--- src/rtl/gpio_pin_defines.svh ---
// constants for the camera pin-mode block: offsets, fields, resets, timing
// assumes 32-bit apb words and register bits numbered from the bottom (bit 0 is the lsb)
// ============================================================
// Behaviour
// - pin function codes 0 to 4 select behaviour
// - code 8 is a second level-output mode
// - lowest data bit holds pin level or output
// - trigger edge: 0 falling, 1 rising
// - strobe polarity: 0 active high, 1 low
// - strobe waits upper timing field before pulse
// - strobe pulse lasts lower timing field ticks
// - pwm low time is upper timing field
// - pwm high time is lower timing field
// - delay and pwm counters run on ticks
// - top bit reads one, feature present; the timing registers return timing data there
// - each mask bit gates one frame slot
// - pattern repeats; slot index is frame count
`ifndef GPIO_PIN_DEFINES_SVH
`define GPIO_PIN_DEFINES_SVH

// ============================================================
// register offsets (byte addresses)
`define OFF_PAT_CTRL 16'h110c
`define OFF_PIN2_CTRL 16'h1130
`define OFF_PIN2_TIMING 16'h1134
`define OFF_PIN2_PATTERN 16'h1138
`define OFF_PIN3_CTRL 16'h1140
`define OFF_PIN3_TIMING 16'h1144

// ============================================================
// field positions in little-endian bit order
`define PRESENCE_BIT 31
`define MODE_MSB 19
`define MODE_LSB 16
`define DATA_BIT 0
`define FIRST_MSB 31
`define FIRST_LSB 16
`define SECOND_MSB 15
`define SECOND_LSB 0
`define PERIOD_MSB 20
`define PERIOD_LSB 16
`define COUNT_MSB 4
`define COUNT_LSB 0

// ============================================================
// reset values and timing
`define MODE_RST 4'h0
`define TIMING_RST 32'h0000_0000
`define PCLK_HZ 25000000
`define TICK_HZ 1024000
`define TICK_DIV (`PCLK_HZ / `TICK_HZ)

`endif

--- src/rtl/gpio_pin_pkg.sv ---
// types shared by the camera pin-mode block
// assumes the defines header supplies offsets, fields, resets and timing
package gpio_pin_pkg;

    // pin function codes
    typedef enum logic [3:0] {
        MODE_INPUT = 4'h0,
        MODE_OUTPUT = 4'h1,
        MODE_TRIGGER = 4'h2,
        MODE_STROBE = 4'h3,
        MODE_PWM = 4'h4,
        MODE_OUTPUT_ALT = 4'h8
    } pin_mode_t;

    // timed phase: strobe delay/pulse or pwm low/high
    typedef enum logic [1:0] {
        PH_IDLE = 2'b00,
        PH_FIRST = 2'b01,
        PH_SECOND = 2'b10
    } phase_t;

    typedef struct packed {
        pin_mode_t mode;
        logic data_bit;
        logic [15:0] first;
        logic [15:0] second;
    } pin_cfg_t;

    typedef struct packed {
        logic sync_meta;
        logic sync_q;
        logic prev_q;
        phase_t phase;
        logic [15:0] cnt;
        logic out;
        logic oe;
        logic trig;
    } chan_st_t;

    typedef struct packed {
        pin_mode_t pin2_mode;
        logic pin2_data;
        pin_mode_t pin3_mode;
        logic pin3_data;
        logic [31:0] pin2_timing;
        logic [31:0] pin3_timing;
        logic [15:0] pin2_mask;
        logic [4:0] period;
        logic [4:0] count;
        logic [15:0] div;
        logic tick;
        logic frame_go2;
        logic frame_go3;
        logic pready;
        logic pslverr;
        logic [31:0] prdata;
    } regs_t;

endpackage

--- src/rtl/gpio_pin_modes.sv ---
// camera pin-mode logic: two pins behind an apb3 register slave
// assumes frame_start is a one-cycle pulse from logic on pclk
`timescale 1ns/1ps
`include "gpio_pin_defines.svh"

// ============================================================
// one pin channel: sync, edge trigger, strobe and pwm timing
module gpio_pin_chan (
    // clock and reset
    input wire logic pclk,
    input wire logic presetn,
    // timing and setup
    input wire logic tick,
    input wire logic frame_go,
    input wire gpio_pin_pkg::pin_cfg_t cfg,
    // pin side
    input wire logic pin_in,
    output logic pin_out,
    output logic pin_oe,
    output logic trig,
    output logic level
);
    gpio_pin_pkg::chan_st_t st;
    gpio_pin_pkg::chan_st_t nxt;
    logic timed;
    logic pwm;

    assign timed = (cfg.mode == gpio_pin_pkg::MODE_STROBE) || pwm;
    assign pwm = (cfg.mode == gpio_pin_pkg::MODE_PWM);
    assign pin_out = st.out;
    assign pin_oe = st.oe;
    assign trig = st.trig;
    assign level = st.sync_q;

    // next state of the channel
    always_comb begin
        logic [16:0] cnt_inc;
        cnt_inc = {1'b0, st.cnt} + 17'h00001;
        nxt = st;
        // the pin is asynchronous: two flops before anyone looks
        nxt.sync_meta = pin_in;
        nxt.sync_q = st.sync_meta;
        nxt.prev_q = st.sync_q;
        nxt.trig = 1'b0;
        if (cfg.mode == gpio_pin_pkg::MODE_TRIGGER) begin
            if (cfg.data_bit) begin
                nxt.trig = st.sync_q & ~st.prev_q;
            end else begin
                nxt.trig = ~st.sync_q & st.prev_q;
            end
        end
        // timed phases; counts advance only on tick
        if (!timed) begin
            nxt.phase = gpio_pin_pkg::PH_IDLE;
            nxt.cnt = 16'h0000;
        end else begin
            case (st.phase)
                gpio_pin_pkg::PH_IDLE: begin
                    // a strobe already running ignores new frames
                    if (pwm || frame_go) begin
                        nxt.cnt = 16'h0000;
                        if (cfg.first != 16'h0000) begin
                            nxt.phase = gpio_pin_pkg::PH_FIRST;
                        end else if (cfg.second != 16'h0000) begin
                            nxt.phase = gpio_pin_pkg::PH_SECOND;
                        end
                    end
                end
                gpio_pin_pkg::PH_FIRST: begin
                    if (tick) begin
                        if (cnt_inc >= {1'b0, cfg.first}) begin
                            nxt.cnt = 16'h0000;
                            if (cfg.second != 16'h0000) begin
                                nxt.phase = gpio_pin_pkg::PH_SECOND;
                            end else if (!pwm) begin
                                nxt.phase = gpio_pin_pkg::PH_IDLE;
                            end
                        end else begin
                            nxt.cnt = cnt_inc[15:0];
                        end
                    end
                end
                gpio_pin_pkg::PH_SECOND: begin
                    if (tick) begin
                        if (cnt_inc >= {1'b0, cfg.second}) begin
                            nxt.cnt = 16'h0000;
                            if (!pwm) begin
                                nxt.phase = gpio_pin_pkg::PH_IDLE;
                            end else if (cfg.first != 16'h0000) begin
                                nxt.phase = gpio_pin_pkg::PH_FIRST;
                            end
                        end else begin
                            nxt.cnt = cnt_inc[15:0];
                        end
                    end
                end
                default: begin
                    nxt.phase = gpio_pin_pkg::PH_IDLE;
                end
            endcase
        end
        // pin drive per function code
        case (cfg.mode)
            gpio_pin_pkg::MODE_OUTPUT, gpio_pin_pkg::MODE_OUTPUT_ALT: begin
                nxt.oe = 1'b1;
                nxt.out = cfg.data_bit;
            end
            gpio_pin_pkg::MODE_STROBE, gpio_pin_pkg::MODE_PWM: begin
                nxt.oe = 1'b1;
                // second phase is the active or high part
                nxt.out = (nxt.phase == gpio_pin_pkg::PH_SECOND)
                    ^ cfg.data_bit;
            end
            default: begin
                nxt.oe = 1'b0;
                nxt.out = 1'b0;
            end
        endcase
    end

    // state register
    always_ff @(posedge pclk or negedge presetn) begin
        if (!presetn) begin
            st <= '0;
        end else begin
            st <= nxt;
        end
    end
endmodule

// ============================================================
// top: apb3 slave, tick divider, frame pattern, two channels
module gpio_pin_modes #(
    parameter int unsigned TICK_DIV = `TICK_DIV
) (
    // apb clock and reset
    input wire logic pclk,
    input wire logic presetn,
    // apb3 slave
    input wire logic psel,
    input wire logic penable,
    input wire logic pwrite,
    input wire logic [15:0] paddr,
    input wire logic [31:0] pwdata,
    output logic [31:0] prdata,
    output logic pready,
    output logic pslverr,
    // frame timing from the sensor side
    input wire logic frame_start,
    // third pin
    input wire logic pin2_in,
    output logic pin2_out,
    output logic pin2_oe,
    output logic pin2_trig,
    // fourth pin
    input wire logic pin3_in,
    output logic pin3_out,
    output logic pin3_oe,
    output logic pin3_trig
);
    gpio_pin_pkg::regs_t r;
    gpio_pin_pkg::regs_t nxt;
    gpio_pin_pkg::pin_cfg_t pin2_cfg;
    gpio_pin_pkg::pin_cfg_t pin3_cfg;
    logic pin2_level;
    logic pin3_level;
    logic acc;

    // codes outside the documented set are not taken
    function automatic logic legal_mode(input logic [3:0] m);
        legal_mode = (m <= 4'h4) || (m == 4'h8);
    endfunction

    // control word in lsb-first numbering: data bit 0 is the lsb, presence bit 31 the msb
    function automatic logic [31:0] ctrl_word(
        input gpio_pin_pkg::pin_mode_t m, input logic d);
        logic [31:0] w;
        w = 32'h0000_0000; // reserved bits read zero
        w[`PRESENCE_BIT] = 1'b1;
        w[`MODE_MSB:`MODE_LSB] = m;
        w[`DATA_BIT] = d;
        return w;
    endfunction

    assign acc = psel & penable;
    assign prdata = r.prdata;
    assign pready = r.pready;
    assign pslverr = r.pslverr;
    // upper field feeds the first phase, lower the second
    assign pin2_cfg = '{mode: r.pin2_mode, data_bit: r.pin2_data,
        first: r.pin2_timing[`FIRST_MSB:`FIRST_LSB],
        second: r.pin2_timing[`SECOND_MSB:`SECOND_LSB]};
    assign pin3_cfg = '{mode: r.pin3_mode, data_bit: r.pin3_data,
        first: r.pin3_timing[`FIRST_MSB:`FIRST_LSB],
        second: r.pin3_timing[`SECOND_MSB:`SECOND_LSB]};

    // next state of registers, divider, pattern and bus
    always_comb begin
        logic [5:0] cnt_inc;
        logic [31:0] rd;
        cnt_inc = {1'b0, r.count} + 6'h01;
        rd = 32'h0000_0000;
        nxt = r;
        nxt.pready = 1'b0;
        nxt.pslverr = 1'b0;
        nxt.tick = 1'b0;
        nxt.frame_go2 = 1'b0;
        nxt.frame_go3 = 1'b0;
        // tick enable from pclk
        if (r.div >= 16'(TICK_DIV - 1)) begin
            nxt.div = 16'h0000;
            nxt.tick = 1'b1;
        end else begin
            nxt.div = r.div + 16'h0001;
        end
        // slot gate uses the mask bit at 15 - count
        if (frame_start) begin
            nxt.frame_go3 = 1'b1;
            nxt.frame_go2 = (r.count <= 5'h0f)
                && r.pin2_mask[4'(5'h0f - r.count)];
            if (cnt_inc >= {1'b0, r.period}) begin
                nxt.count = 5'h00;
            end else begin
                nxt.count = cnt_inc[4:0];
            end
        end
        // first access cycle: decode, latch read data, raise pready
        if (acc && !r.pready) begin
            nxt.pready = 1'b1;
            if (paddr == `OFF_PAT_CTRL) begin
                rd[`PRESENCE_BIT] = 1'b1;
                rd[`PERIOD_MSB:`PERIOD_LSB] = r.period;
                rd[`COUNT_MSB:`COUNT_LSB] = r.count;
            end else if (paddr == `OFF_PIN2_CTRL) begin
                rd = ctrl_word(r.pin2_mode,
                    (r.pin2_mode == gpio_pin_pkg::MODE_INPUT) ?
                    pin2_level : r.pin2_data);
            end else if (paddr == `OFF_PIN2_TIMING) begin
                rd = r.pin2_timing;
            end else if (paddr == `OFF_PIN2_PATTERN) begin
                rd[`PRESENCE_BIT] = 1'b1;
                rd[15:0] = r.pin2_mask;
            end else if (paddr == `OFF_PIN3_CTRL) begin
                rd = ctrl_word(r.pin3_mode,
                    (r.pin3_mode == gpio_pin_pkg::MODE_INPUT) ?
                    pin3_level : r.pin3_data);
            end else if (paddr == `OFF_PIN3_TIMING) begin
                rd = r.pin3_timing;
            end else begin
                nxt.pslverr = 1'b1;
            end
            nxt.prdata = pwrite ? 32'h0000_0000 : rd;
        end
        // writes land on the edge that samples pready high
        if (acc && r.pready && pwrite) begin
            if (paddr == `OFF_PAT_CTRL) begin
                nxt.period = pwdata[`PERIOD_MSB:`PERIOD_LSB];
            end else if (paddr == `OFF_PIN2_CTRL) begin
                if (legal_mode(pwdata[`MODE_MSB:`MODE_LSB])) begin
                    nxt.pin2_mode = gpio_pin_pkg::pin_mode_t'(
                        pwdata[`MODE_MSB:`MODE_LSB]);
                end
                nxt.pin2_data = pwdata[`DATA_BIT];
            end else if (paddr == `OFF_PIN2_TIMING) begin
                nxt.pin2_timing = pwdata;
            end else if (paddr == `OFF_PIN2_PATTERN) begin
                nxt.pin2_mask = pwdata[15:0];
            end else if (paddr == `OFF_PIN3_CTRL) begin
                if (legal_mode(pwdata[`MODE_MSB:`MODE_LSB])) begin
                    nxt.pin3_mode = gpio_pin_pkg::pin_mode_t'(
                        pwdata[`MODE_MSB:`MODE_LSB]);
                end
                nxt.pin3_data = pwdata[`DATA_BIT];
            end else if (paddr == `OFF_PIN3_TIMING) begin
                nxt.pin3_timing = pwdata;
            end
        end
    end

    // all-zero reset leaves both pins in input mode
    always_ff @(posedge pclk or negedge presetn) begin
        if (!presetn) begin
            r <= '0;
        end else begin
            r <= nxt;
        end
    end

    gpio_pin_chan u_pin2 (
        .pclk(pclk),
        .presetn(presetn),
        .tick(r.tick),
        .frame_go(r.frame_go2),
        .cfg(pin2_cfg),
        .pin_in(pin2_in),
        .pin_out(pin2_out),
        .pin_oe(pin2_oe),
        .trig(pin2_trig),
        .level(pin2_level)
    );

    // the fourth pin's mask is not in this block, so every frame fires
    gpio_pin_chan u_pin3 (
        .pclk(pclk),
        .presetn(presetn),
        .tick(r.tick),
        .frame_go(r.frame_go3),
        .cfg(pin3_cfg),
        .pin_in(pin3_in),
        .pin_out(pin3_out),
        .pin_oe(pin3_oe),
        .trig(pin3_trig),
        .level(pin3_level)
    );
endmodule

--- config.mk ---
export PLATFORM = sky130hd
export DESIGN_NAME = gpio_pin_modes
export DESIGN_NICKNAME = d
export VERILOG_FILES = /design/src/rtl/gpio_pin_pkg.sv /design/src/rtl/gpio_pin_modes.sv
export VERILOG_INCLUDE_DIRS = /design/src /design/src/rtl
export SDC_FILE = /design/constraint.sdc
export NUM_CORES = 1
export LEC_CHECK = 0
export BUFFER_PORTS_ARGS = -buffer_cell sky130_fd_sc_hd__buf_2
export CORE_MARGIN = 2
export CORE_UTILIZATION = 50
export CTS_CLUSTER_SIZE = 30
export DETAILED_ROUTE_END_ITERATION = 16
export PLACE_DENSITY = 0.77
export SLEW_MARGIN = 0
export SYNTH_ARGS = -nofsm -noshare
export SYNTH_HDL_FRONTEND = slang
export SYNTH_SLANG_ARGS = --single-unit
--- constraint.sdc ---
create_clock -name pclk -period 3.45 [get_ports pclk]
set_clock_uncertainty 0.05 [all_clocks]
set_input_delay 0.1725 -clock pclk [delete_from_list [all_inputs] [get_ports pclk]]
set_output_delay 0.1725 -clock pclk [all_outputs]
set_load 0.03 [all_outputs]
* Yosys cells after proc, flatten, opt, wreduce, memory -nomap -nowiden
Index checks and enable logic that the tools add are counted.
** Word-level totals
- Word-level logic and storage cells :: 191
- Output and inout bits :: 40
- Register bits after elaboration :: 201
** Operators by class
- Bitwise gates (word level) :: 16
- Mux-type cells :: 66
- Order comparisons :: 9
- Equal/unequal tests :: 31
- $add $sub $neg :: 5
- Reductions and logical operators :: 32
** Operators with widths (number)
- 32-bit 2-to-1 mux :: 5
- 18-bit 2-to-1 mux :: 8
- 16-bit by 13-bit equality test with 1-bit output (second input constant) :: 6
- 16-bit 2-to-1 mux :: 6
- 16-bit case mux with 3 select lines :: 2
- 17-bit by 16-bit greater-or-equal comparator with 1-bit output :: 4
- 16-bit nonzero test :: 4
- 16-bit by 1-bit adder with 17-bit output (second input constant) :: 2
- 2-bit 2-to-1 mux :: 17
- 34-bit 2-to-1 mux :: 1
- 3-bit != test (second input constant) :: 6
- 16-bit by 1-bit adder with 16-bit output (second input constant) :: 1
- 4-bit by 2-bit equality test with 1-bit output (second input constant) :: 4
- 16-bit by 5-bit greater-or-equal comparator with 1-bit output (second input constant) :: 1
- 1-bit 2-to-1 mux :: 16
- 4-bit AND reduction :: 4
- 15-bit 2-to-1 mux :: 1
- 5-bit 2-to-1 mux :: 3
- 7-bit AND reduction :: 2
- 4-bit equality test (second input constant) :: 3
- 2-bit case mux with 3 select lines :: 2
- 11-bit 2-to-1 mux :: 1
- 10-bit 2-to-1 mux :: 1
- 1-bit NOT :: 9
- 25 further kinds :: 50

* Longest topological paths before layout
Gate-level depths: netlist of run 1.
- Depth in word-level cells :: 10
- Depth in mapped cells :: 17

* Hierarchy
Synthesis of run 1 repeated with hierarchy kept, for this count alone.
** Second synthesis, totals
- Cells, all modules :: 1145
- Area, all modules :: 11836.4 sq um
** By module, submodules not included
- gpio_pin_modes :: instances 1, area each 6981.7 sq um, cells each 533
- gpio_pin_chan at u_pin2 :: instances 1, area each 2443.6 sq um, cells each 314
- gpio_pin_chan at u_pin3 :: instances 1, area each 2411.1 sq um, cells each 298

* Worst setup path before layout of run 1
Ideal clock, no wire load.
- Path kind :: reg-to-reg
- From :: register u_pin2.st[3] in the netlist's numbering
- To :: register u_pin2.st (netlist bit u_pin2.pin_out)
- Path slack :: -0.264 ns
- Stages on the path, launching flop included :: 17
- Arrival time :: 3.523 ns
- Cell sequence :: dfrtp_1 ha_1 nand3_1 nor2b_1 nand3_1 nor2_1 xor2_1 ha_1 nand4_1 nor4_1 a221o_1 o31ai_1 o311ai_0 a311o_1 and2_0 o31ai_1 o211ai_1
** RTL lines
- start, declared :: RTL line gpio_pin_modes.sv:23 : gpio_pin_pkg::chan_st_t st;
- start signal, assigned :: RTL line gpio_pin_modes.sv:126 : st <= nxt;

==> results of run 1 <==
-- kinds of logic (layout without fill, tap and decap cells) --
group,Yosys count,count (layout)
other cells,1,11
buf+inv,170,374
simple gates,374,374
compound gates,241,241
mux,69,69
flops,201,201
fa+ha+maj,83,83
xor+xnor,35,35
-- layer usage --
layer  wire length [um]  vias to the layer above  GRT usage (%)
met5                  0                        -              0
met4               1680                        0           13.8
met2              15900                      411           43.4
li1                   -                     4555              -
met1              13400                     4854           34.0
met3               2120                      117           5.08
-- critical path: cells and delay by family, from the launching register on --
family | cells | cell delay, ps
AOI/OAI and AO/OA | 6 | 1470
xor gates and xnor gates | 1 | 190
DFF | 1 | 420
adders and majority gates | 2 | 460
and+or+nand+nor | 7 | 870
-- Yosys cell counts, types with 7 or more instances --
master and n:
sky130_fd_sc_hd__nor2_1 63, sky130_fd_sc_hd__xor2_1 18, sky130_fd_sc_hd__a21o_1 13, sky130_fd_sc_hd__nor2b_1 11, sky130_fd_sc_hd__nand3_1 34, sky130_fd_sc_hd__buf_2 9, sky130_fd_sc_hd__a222oi_1 21, sky130_fd_sc_hd__and4_1 7
sky130_fd_sc_hd__a22o_1 7, sky130_fd_sc_hd__nand4_1 25, sky130_fd_sc_hd__mux2_1 8, sky130_fd_sc_hd__o31ai_1 10, sky130_fd_sc_hd__a21oi_1 29, sky130_fd_sc_hd__xnor2_1 17, sky130_fd_sc_hd__inv_1 91, sky130_fd_sc_hd__o21ai_0 96
sky130_fd_sc_hd__nor4_1 20, sky130_fd_sc_hd__and3_1 8, sky130_fd_sc_hd__ha_1 82, sky130_fd_sc_hd__dfrtp_1 201, sky130_fd_sc_hd__mux2_2 53, sky130_fd_sc_hd__nand2b_1 22, sky130_fd_sc_hd__buf_4 35, sky130_fd_sc_hd__nand2_1 138
sky130_fd_sc_hd__clkbuf_1 31, sky130_fd_sc_hd__a22oi_1 10
-- flip-flops by register name, indices dropped and copies added, names as in the netlist, 19 cells and up --
signal     cells
pin2_cfg      37
pin3_cfg      37
prdata        32
r             45
u_pin2.st     19
u_pin3.st     19
-- per-stage QoR --
stage	instances	util [%]	hold WS [ps]	setup slack [ps]	total power [mW]
floorplan	1184	-	-173	-54.2	2.59
global placement	1576	56.1	239	-148	2.73
detailed placement	1576	56.1	235	-281	2.74
CTS	1657	61.7	154	-122	5.06
global route	1673	64.1	227	-295	5.20
finish	1673	64.1	189	-147	5.03
-- worst max path at each step --
stage	cells past startpoint	to	start	slack [ps]
floorplan	16	u_pin2.pin_out	u_pin2.st[3]	-50
global placement	15	u_pin2.pin_out	u_pin2.st[3]	-150
detailed placement	16	u_pin2.pin_out	u_pin2.st[3]	-280
CTS	16	u_pin2.pin_out	u_pin2.st[3]	-120
global route	16	u_pin2.pin_out	u_pin2.st[4]	-290
finish	16	u_pin2.pin_out	u_pin2.st[4]	-150
-- where the power goes --
part	switching [mW]	internal, mW	leakage (nW)	total (mW)
combinational	0.161	0.126	4.28	0.288
sequential	0.0547	2.39	2.57	2.45
clock	0.964	1.33	0.348	2.29
total	1.18	3.85	7.20	5.03
-- timing repair --
| action | 4_1_cts | 5_1_grt |
|---|---|---|
| cloned | 0 | 3 |
| hold buffers | 37 | 0 |
| buffers inserted | 4 | 13 |
| hold endpoints to repair | 201 | 0 |
| endpoints found under the setup margin | 27 | 37 |
| pin swaps | 17 | 26 |
| gates resized for setup | 30 | 96 |
-- cell type report --
class | instances | area, um2
fill | 1664 | 8130
multi-input combinational | 813 | 6350
sequential | 201 | 5030
timing repair buffer | 243 | 1720
clock buffer | 32 | 659
tap | 285 | 357
inverter | 91 | 342
clock inverter | 8 | 48.8
==> impl_results.html, run 1 <==
<table>
<tr><th>Metric</th><th>Value</th></tr>
<tr><th colspan="2">Logic synthesis</th></tr>
<tr><td>Dominant cells by area after synthesis</td><td>sky130_fd_sc_hd__dfrtp_1 (44%), sky130_fd_sc_hd__ha_1 (8.9%), sky130_fd_sc_hd__mux2_2 (5.2%), sky130_fd_sc_hd__nand2_1 (4.5%), sky130_fd_sc_hd__o21ai_0 (4.2%)</td></tr>
<tr><td>Warnings, synthesis</td><td>0</td></tr>
<tr><td>Cell type with the highest aggregate area in the netlist</td><td>sky130_fd_sc_hd__dfrtp_1</td></tr>
<tr><td>Post-synthesis mux area share</td><td>under 10%</td></tr>
<tr><td>Parity-gate share of the synthesized area counting xor and xnor cells</td><td>under 10%</td></tr>
<tr><td>Syn Area/Cell</td><td>9.81 um2</td></tr>
<tr><td>Post-Synthesis Cell Area</td><td>roughly 12000 um2</td></tr>
<tr><td>Prevailing post-synth register cell</td><td>sky130_fd_sc_hd__dfrtp_1</td></tr>
<tr><td>Fraction of the mapped netlist area in simple logic gates</td><td>between 10% and 20%</td></tr>
<tr><td>Register area share after synthesis</td><td>between 40 and 50%</td></tr>
<tr><td>Post-synthesis compound-gate area fraction</td><td>between 10% and 20%</td></tr>
<tr><td>Area share of the leading cell type in the synthesized netlist</td><td>43.7%</td></tr>
<tr><td>Synthesized flop and latch total</td><td>201</td></tr>
<tr><td>Post-synth cell types</td><td>a little under 80</td></tr>
<tr><td>Synthesized netlist cell count</td><td>1174</td></tr>
<tr><td>Adder-cell share of the synthesized area</td><td>roughly 9%</td></tr>
<tr><td>Number of enable flip-flop cells after synthesis</td><td>0</td></tr>
<tr><td>Largest family of logic cells by synthesized area</td><td>simple AND/OR/NAND/NOR gates</td></tr>
<tr><td>Async set-or-reset flop fraction in the synthesized netlist</td><td>100%</td></tr>
<tr><th colspan="2">Timing</th></tr>
<tr><td>Setup TNS Final</td><td>-228 ps</td></tr>
<tr><td>Minimum setup slack in the final design</td><td>-147 ps</td></tr>
<tr><td>Final hold violation count</td><td>0</td></tr>
<tr><td>Remaining max-slew budget at the tightest pin</td><td>37.6%</td></tr>
<tr><td>Final Setup Violations</td><td>2</td></tr>
<tr><td>Final Slew Violations</td><td>0</td></tr>
<tr><td>Tcrit/Tclk final</td><td>104%</td></tr>
<tr><td>Post-layout min period</td><td>~3600 ps</td></tr>
<tr><td>RSZ-0062 raised after global routing</td><td>yes</td></tr>
<tr><td>Pin slew with the least headroom to its limit</td><td>a little over 900 ps</td></tr>
<tr><td>Maximum clock frequency</td><td>278 MHz</td></tr>
<tr><th colspan="2">Status</th></tr>
<tr><td>Failing checks</td><td>negative setup slack</td></tr>
<tr><td>Status</td><td>finished, violations left</td></tr>
<tr><th colspan="2">Global routing</th></tr>
<tr><td>Antenna violations before repair</td><td>0</td></tr>
<tr><td>GRT Residual Overflow</td><td>0</td></tr>
<tr><td>Wire length of the first global-routing pass</td><td>51.3 mm</td></tr>
<tr><td>All-layer global routing usage</td><td>a little over a quarter</td></tr>
<tr><td>Number of global-route vias before repair</td><td>between 9000 and 10000</td></tr>
<tr><td>Largest net degree at the start of global routing</td><td>between 100 and 150</td></tr>
<tr><th colspan="2">Run</th></tr>
<tr><td># Max-Cap Violations</td><td>0</td></tr>
<tr><th colspan="2">Setup path</th></tr>
<tr><td>Depth of the worst register-to-register path</td><td>16</td></tr>
<tr><td>Data arrival time of the critical path</td><td>3940 ps</td></tr>
<tr><td>Nature of the critical path endpoint</td><td>flip-flop</td></tr>
<tr><td>Slowest-stage cell, CP</td><td>sky130_fd_sc_hd__dfrtp_1</td></tr>
<tr><td>Cell breakdown of the critical path</td><td>ha_4, nand3_4, nor2b_4, nand3_4, nor2_4, xor2_2, ha_1, nand4_1, nor4_2, a221o_1, o31ai_2, o311ai_2, a311o_1, and2_0, o31ai_1, o211ai_1</td></tr>
<tr><td>Reg2Reg Setup Slack</td><td>-150 ps</td></tr>
<tr><td>Data required time of the worst path</td><td>~3800 ps</td></tr>
<tr><td>Worst Path Class, Setup</td><td>reg -&gt; reg</td></tr>
<tr><td>Crit-path most repeated cell</td><td>sky130_fd_sc_hd__nand3_4</td></tr>
<tr><td>Critical path fanouts, max</td><td>4</td></tr>
<tr><td>Reg2Reg Launch Point</td><td>u_pin2.st[4]</td></tr>
<tr><td>Endpoint of the lowest-slack register-to-register path</td><td>u_pin2.pin_out</td></tr>
<tr><td>Max stage delay on crit path</td><td>~420 ps</td></tr>
<tr><td>Worst Setup Start Kind</td><td>flip-flop</td></tr>
<tr><th colspan="2">Layout</th></tr>
<tr><td>Number of antenna cells inserted</td><td>0</td></tr>
<tr><td>Final design area excluding fillers</td><td>between 10000 and 15000 um2</td></tr>
<tr><td>Post-layout nets</td><td>roughly 1500</td></tr>
<tr><td>Most common library cell in the layout ignoring fill and taps</td><td>sky130_fd_sc_hd__dfrtp_1</td></tr>
<tr><td>Top library cells by usage in the layout, fill and taps aside</td><td>sky130_fd_sc_hd__dfrtp_1 (200), sky130_fd_sc_hd__nand2_1 (138), sky130_fd_sc_hd__buf_4 (103), sky130_fd_sc_hd__buf_2 (94), sky130_fd_sc_hd__inv_1 (91)</td></tr>
<tr><td>Area growth from synthesis to final layout</td><td>26.0%</td></tr>
<tr><td>Fraction of layout instances using a drive strength above 1</td><td>between 20% and 30%</td></tr>
<tr><th colspan="2">Placed design</th></tr>
<tr><td>I/O Buffers</td><td>95</td></tr>
<tr><td>Last weighted congestion value of the routability-driven placer</td><td>0.930</td></tr>
<tr><td>HPWL reported at the end of detailed placement</td><td>between 20 and 25 mm</td></tr>
<tr><td>Placed inst area</td><td>12700 um2</td></tr>
<tr><th colspan="2">Worst hold path</th></tr>
<tr><td>Worst min-delay path category</td><td>in -&gt; reg</td></tr>
<tr><td>Endpoint of the worst hold-timing path</td><td>pready</td></tr>
<tr><td>Hold_sp</td><td>penable</td></tr>
<tr><td>Hold Path Depth</td><td>4</td></tr>
<tr><th colspan="2">Drt</th></tr>
<tr><td>First-pass detailed-route iteration total</td><td>10</td></tr>
<tr><td>Remaining antenna violation count</td><td>0</td></tr>
<tr><td>DR vias</td><td>about 10000</td></tr>
<tr><td>DRC violations left</td><td>0</td></tr>
<tr><td>Total wirelength of the detailed-routed design</td><td>approximately 33 mm</td></tr>
<tr><td>Detail-routed net length per standard cell</td><td>between 15 and 20 um</td></tr>
<tr><td>Detailed Route Iter0 Violations</td><td>793</td></tr>
<tr><td>Routed via count divided by cell count</td><td>about 6</td></tr>
<tr><th colspan="2">Power and ir drop</th></tr>
<tr><td>Worst IR drop on VDD</td><td>roughly 0.00032 V</td></tr>
<tr><td>Pleak</td><td>7.20 nW</td></tr>
<tr><td>Power Density</td><td>approximately 350 nW/um2</td></tr>
<tr><th colspan="2">Floorplan</th></tr>
<tr><td>Horiz. Die Dim</td><td>156 um</td></tr>
<tr><td>Initial core utilization</td><td>50.9%</td></tr>
<tr><td>Count of standard-cell rows</td><td>55</td></tr>
<tr><td>Area of the placeable core</td><td>about 23000 um2</td></tr>
<tr><td>IO Count</td><td>96</td></tr>
<tr><td>Y dimension of the die</td><td>~160 um</td></tr>
<tr><td>Die ar.</td><td>around 24000 um2</td></tr>
<tr><th colspan="2">CTS</th></tr>
<tr><td>Library cell used as clock root buffer</td><td>sky130_fd_sc_hd__clkbuf_16</td></tr>
<tr><td>H-tree depth</td><td>1</td></tr>
<tr><td>CTS tree</td><td>yes</td></tr>
<tr><td>Number of buffers created by CTS</td><td>23</td></tr>
<tr><td>Worst-path clk slew</td><td>60 ps</td></tr>
<tr><td>Clock net sink count</td><td>between 200 and 250</td></tr>
<tr><td>Worst-case clock buffer depth</td><td>3</td></tr>
<tr><td>Worst skew pair latency</td><td>around 520 ps</td></tr>
</table>
Note: power is estimated with default switching activity, not from simulation.
==> run 2, diff against run 1 <==
CELL_PAD_IN_SITES_DETAIL_PLACEMENT = 1   (was default)
CELL_PAD_IN_SITES_GLOBAL_PLACEMENT = 2   (was default)
CORE_MARGIN = 3   (was 2)
CORE_UTILIZATION = 35   (was 50)
PLACE_DENSITY = default   (was 0.77)
PLACE_DENSITY_LB_ADDON = 0.1   (was default)
==> run 2 against run 1 <==
Net effect:
- the run still ends with negative setup slack left
- total power increased by 5.2%
- clock power increased by 11%
- critical path type unchanged
- routed wire length increased by 17%
- non-clock buffer count increased by 10
- first-iteration DRC count decreased by 31%
- via count decreased by 2.4%
- highest routed layer unchanged
- largest power group is now clock
- final cell count increased by 9.7%
- critical path depth unchanged
- largest cell class unchanged
==> impl_results.html, run 2 (synthesis gave the netlist of run 1 again) <==
<table>
<tr><th>Metric</th><th>Value</th></tr>
<tr><th colspan="2">Setup path</th></tr>
<tr><td>Worst Path Class, Setup</td><td>reg -&gt; reg</td></tr>
<tr><td>Cell breakdown of the critical path</td><td>nand3_2, buf_4, buf_4, buf_4, xnor2_1, buf_4, ha_1, nand4_1, nor4_2, a221o_1, nor3_2, a211o_1, a311o_1, and2_4, o31ai_4, o211ai_1</td></tr>
<tr><td>Slowest-stage cell, CP</td><td>sky130_fd_sc_hd__a311o_1</td></tr>
<tr><td>Nature of the critical path endpoint</td><td>flip-flop</td></tr>
<tr><td>Data arrival time of the critical path</td><td>4000 ps (+60 ps)</td></tr>
<tr><td>Critical path fanouts, max</td><td>4 (unchanged)</td></tr>
<tr><td>Family of cells with the greatest summed delay on the critical path</td><td>compound AO/OA/AOI/OAI gates</td></tr>
<tr><td>Data required time of the worst path</td><td>3800 ps (about the same)</td></tr>
<tr><td>Worst Setup Start Kind</td><td>flip-flop</td></tr>
<tr><td>CP bufs+invs</td><td>4 (+4)</td></tr>
<tr><td>Crit-path most repeated cell</td><td>sky130_fd_sc_hd__buf_4</td></tr>
<tr><td>Max stage delay on crit path</td><td>430 ps (about the same)</td></tr>
<tr><th colspan="2">Timing</th></tr>
<tr><td>Final Slew Violations</td><td>0 (unchanged)</td></tr>
<tr><td>Final hold violation count</td><td>0 (unchanged)</td></tr>
<tr><td>Post-layout min period</td><td>3650 ps (+49.3 ps)</td></tr>
<tr><td>Maximum clock frequency</td><td>274 MHz (-1.4%)</td></tr>
<tr><td>Setup TNS Final</td><td>-453 ps (-225 ps)</td></tr>
<tr><td>Final Setup Violations</td><td>10 (+8)</td></tr>
<tr><td>Remaining max-slew budget at the tightest pin</td><td>48.3% (+11 points)</td></tr>
<tr><td>Tcrit/Tclk final</td><td>106% (+1.4 points)</td></tr>
<tr><td>Minimum setup slack in the final design</td><td>-196 ps (-49.3 ps)</td></tr>
<tr><td>RSZ-0062 raised after global routing</td><td>yes</td></tr>
<tr><td>Pin slew with the least headroom to its limit</td><td>772 ps (-156 ps)</td></tr>
<tr><th colspan="2">CTS</th></tr>
<tr><td>Number of buffers created by CTS</td><td>24 (+4.3%)</td></tr>
<tr><td>Worst-case clock buffer depth</td><td>3 (unchanged)</td></tr>
<tr><td>CTS tree</td><td>yes</td></tr>
<tr><td>Clock net sink count</td><td>201 (unchanged)</td></tr>
<tr><td>Worst-path clk slew</td><td>60 ps (about the same)</td></tr>
<tr><td>Library cell used as clock root buffer</td><td>sky130_fd_sc_hd__clkbuf_16</td></tr>
<tr><td>H-tree depth</td><td>1 (unchanged)</td></tr>
<tr><td>Worst skew pair latency</td><td>530 ps (about the same)</td></tr>
<tr><th colspan="2">Worst hold path</th></tr>
<tr><td>Worst min-delay path category</td><td>in -&gt; reg</td></tr>
<tr><th colspan="2">Status</th></tr>
<tr><td>Status</td><td>finished, violations left</td></tr>
<tr><td>Failing checks</td><td>negative setup slack</td></tr>
<tr><th colspan="2">Layout</th></tr>
<tr><td>Fraction of layout instances using a drive strength above 1</td><td>30.0% (+1.1 points)</td></tr>
<tr><td>Max reg flops</td><td>45 (unchanged)</td></tr>
<tr><td>Most common library cell in the layout ignoring fill and taps</td><td>sky130_fd_sc_hd__dfrtp_1</td></tr>
<tr><td>Largest register by flop count</td><td>r</td></tr>
<tr><td>Top library cells by usage in the layout, fill and taps aside</td><td>sky130_fd_sc_hd__dfrtp_1 (200), sky130_fd_sc_hd__nand2_1 (135), sky130_fd_sc_hd__buf_4 (109), sky130_fd_sc_hd__buf_2 (94), sky130_fd_sc_hd__inv_1 (91)</td></tr>
<tr><td>Number of antenna cells inserted</td><td>0 (unchanged)</td></tr>
<tr><td>Final design area excluding fillers</td><td>15000 um2 (+3.3%)</td></tr>
<tr><td>Area growth from synthesis to final layout</td><td>30.1%</td></tr>
<tr><td>Post-layout nets</td><td>1522 (+0.73%)</td></tr>
<tr><th colspan="2">Power and ir drop</th></tr>
<tr><td>Internal power consumption</td><td>4.04 mW (+5.2%)</td></tr>
<tr><td>Power share of the clock group</td><td>48.0% (+2.4 points)</td></tr>
<tr><td>Switching component of the power</td><td>1.24 mW (+5.2%)</td></tr>
<tr><td>Part of the power in combinational logic</td><td>5.9% (+0.2 points)</td></tr>
<tr><td>Sw Share</td><td>23.5% (about the same)</td></tr>
<tr><td>Relative contribution of sequential cells to total power</td><td>46.1% (-2.6 points)</td></tr>
<tr><td>Pleak</td><td>7.28 nW (+1.2%)</td></tr>
<tr><td>Power Density</td><td>353 nW/um2 (+1.9%)</td></tr>
<tr><td>Worst IR drop on VDD</td><td>0.000299 V (-6.4%)</td></tr>
<tr><th colspan="2">Global routing</th></tr>
<tr><td>All-layer global routing usage</td><td>22.0% (-4.7 points)</td></tr>
<tr><td>Largest net degree at the start of global routing</td><td>87 (-15%)</td></tr>
<tr><td>GRT Residual Overflow</td><td>0 (unchanged)</td></tr>
<tr><td>Antenna violations before repair</td><td>1 (+1)</td></tr>
<tr><td>Number of global-route vias before repair</td><td>10400 (+5.1%)</td></tr>
<tr><td>Wire length of the first global-routing pass</td><td>61.0 mm (+19%)</td></tr>
<tr><th colspan="2">Floorplan</th></tr>
<tr><td>Count of standard-cell rows</td><td>65 (+18%)</td></tr>
<tr><td>Area of the placeable core</td><td>32000 um2 (+41%)</td></tr>
<tr><td>Horiz. Die Dim</td><td>187 um (+20%)</td></tr>
<tr><td>Die ar.</td><td>35100 um2 (+45%)</td></tr>
<tr><td>IO Count</td><td>96 (unchanged)</td></tr>
<tr><td>Initial core utilization</td><td>36.0% (-15 points)</td></tr>
<tr><td>Y dimension of the die</td><td>187 um (+20%)</td></tr>
<tr><th colspan="2">Drt</th></tr>
<tr><td>DR vias</td><td>9700 (-2.4%)</td></tr>
<tr><td>Routed via count divided by cell count</td><td>5.28 (-11%)</td></tr>
<tr><td>Detailed Route Iter0 Violations</td><td>548 (-31%)</td></tr>
<tr><td>First-pass detailed-route iteration total</td><td>6 (-4)</td></tr>
<tr><td>Total wirelength of the detailed-routed design</td><td>38.9 mm (+17%)</td></tr>
<tr><td>Detail-routed net length per standard cell</td><td>21.2 um (+7.0%)</td></tr>
<tr><td>Remaining antenna violation count</td><td>0 (unchanged)</td></tr>
<tr><td>DRC violations left</td><td>0 (unchanged)</td></tr>
<tr><th colspan="2">Placed design</th></tr>
<tr><td>I/O Buffers</td><td>95 (unchanged)</td></tr>
<tr><td>Pre-CTS setup slack</td><td>-365 ps (-84.5 ps)</td></tr>
<tr><td>Last weighted congestion value of the routability-driven placer</td><td>0.837 (-10%)</td></tr>
<tr><td>HPWL reported at the end of detailed placement</td><td>29.1 mm (+24%)</td></tr>
<tr><td>Placed inst area</td><td>13000 um2 (+2.1%)</td></tr>
<tr><th colspan="2">Run</th></tr>
<tr><td># Max-Cap Violations</td><td>0 (unchanged)</td></tr>
</table>
-- run 2: cell count changes in the layout (fill, tap and decap cells not counted), sizes merged --
cell,previous run,this run
buf,204,212
clkbuf,34,41
clkinv,5,3
bufinv,0,1
inv,92,91
-- run 2: worst register-to-register path: stages, from the launching register on --
cell	delay, ps
sky130_fd_sc_hd__dfrtp_1	420
sky130_fd_sc_hd__nand3_2	130
sky130_fd_sc_hd__buf_4	150
sky130_fd_sc_hd__buf_4	120
sky130_fd_sc_hd__buf_4	120
sky130_fd_sc_hd__xnor2_1	110
sky130_fd_sc_hd__buf_4	140
sky130_fd_sc_hd__ha_1	300
sky130_fd_sc_hd__nand4_1	160
sky130_fd_sc_hd__nor4_2	290
sky130_fd_sc_hd__a221o_1	230
sky130_fd_sc_hd__nor3_2	70
sky130_fd_sc_hd__a211o_1	280
sky130_fd_sc_hd__a311o_1	430
sky130_fd_sc_hd__and2_4	200
sky130_fd_sc_hd__o31ai_4	220
sky130_fd_sc_hd__o211ai_1	110
-- run 2: through the flow --
step,hold slack (ps),cells,util (%),power [mW]
after detailed placement,233,1733,40.6,2.77
final,153,1836,46.9,5.29
after CTS,135,1822,45.2,5.37
after floorplan,-173,1184,-,2.59
after global placement,232,1733,40.6,2.76
after global routing,182,1836,46.9,5.51
-- run 2: per-layer routing --
metal | up-vias | global-route usage (%) | routed length, um
li1 | 4562 | - | -
met1 | 4924 | 30.3 | 17800
met2 | 165 | 37.2 | 19000
met3 | 49 | 2.55 | 1360
met4 | 0 | 5.05 | 783
met5 | - | 0 | 0
-- run 2: what timing repair did --
| action | 4_1_cts | 5_1_grt |
|---|---|---|
| pin swaps | 30 | 27 |
| resized for setup | 48 | 91 |
| setup endpoints to repair | 19 | 35 |
| cloned | 0 | 3 |
| buffers inserted | 9 | 11 |
| hold buffers | 37 | 0 |
| hold endpoints to repair | 182 | 0 |
-- run 2: area by class of cell --
cell class	instances	area (um2)
clock buffer	37	731
clock inverter	6	60.1
fill	3574	17000
inverter	91	342
multi-input combinational	813	6400
sequential	201	5030
tap	435	544
timing repair buffer	253	1880
-- run 2: worst paths after layout --
| kind | from | to | slack (ps) | depth (start not counted) |
|---|---|---|---|---|
| max | u_pin2.st[4] | u_pin2.pin_out | -200 | 16 |
| min | penable | pready | 150 | 4 |
| max reg2reg | u_pin2.st[4] | u_pin2.pin_out | -200 | 16 |
| min reg2reg | u_pin2.nxt[22] | u_pin2.level | 300 | 0 |
| max in group asynchronous | presetn | u_pin2.st[6] | 2180 | 3 |
| min in group asynchronous | presetn | u_pin2.level | 220 | 2 |
-- run 2: power groups by stage --
stage	combinational, mW	clock [mW]	sequential (mW)
floorplan	0.127	0	2.47
global placement	0.279	0	2.48
detailed placement	0.283	0	2.48
CTS	0.316	2.61	2.44
global route	0.356	2.70	2.45
finish	0.310	2.54	2.44
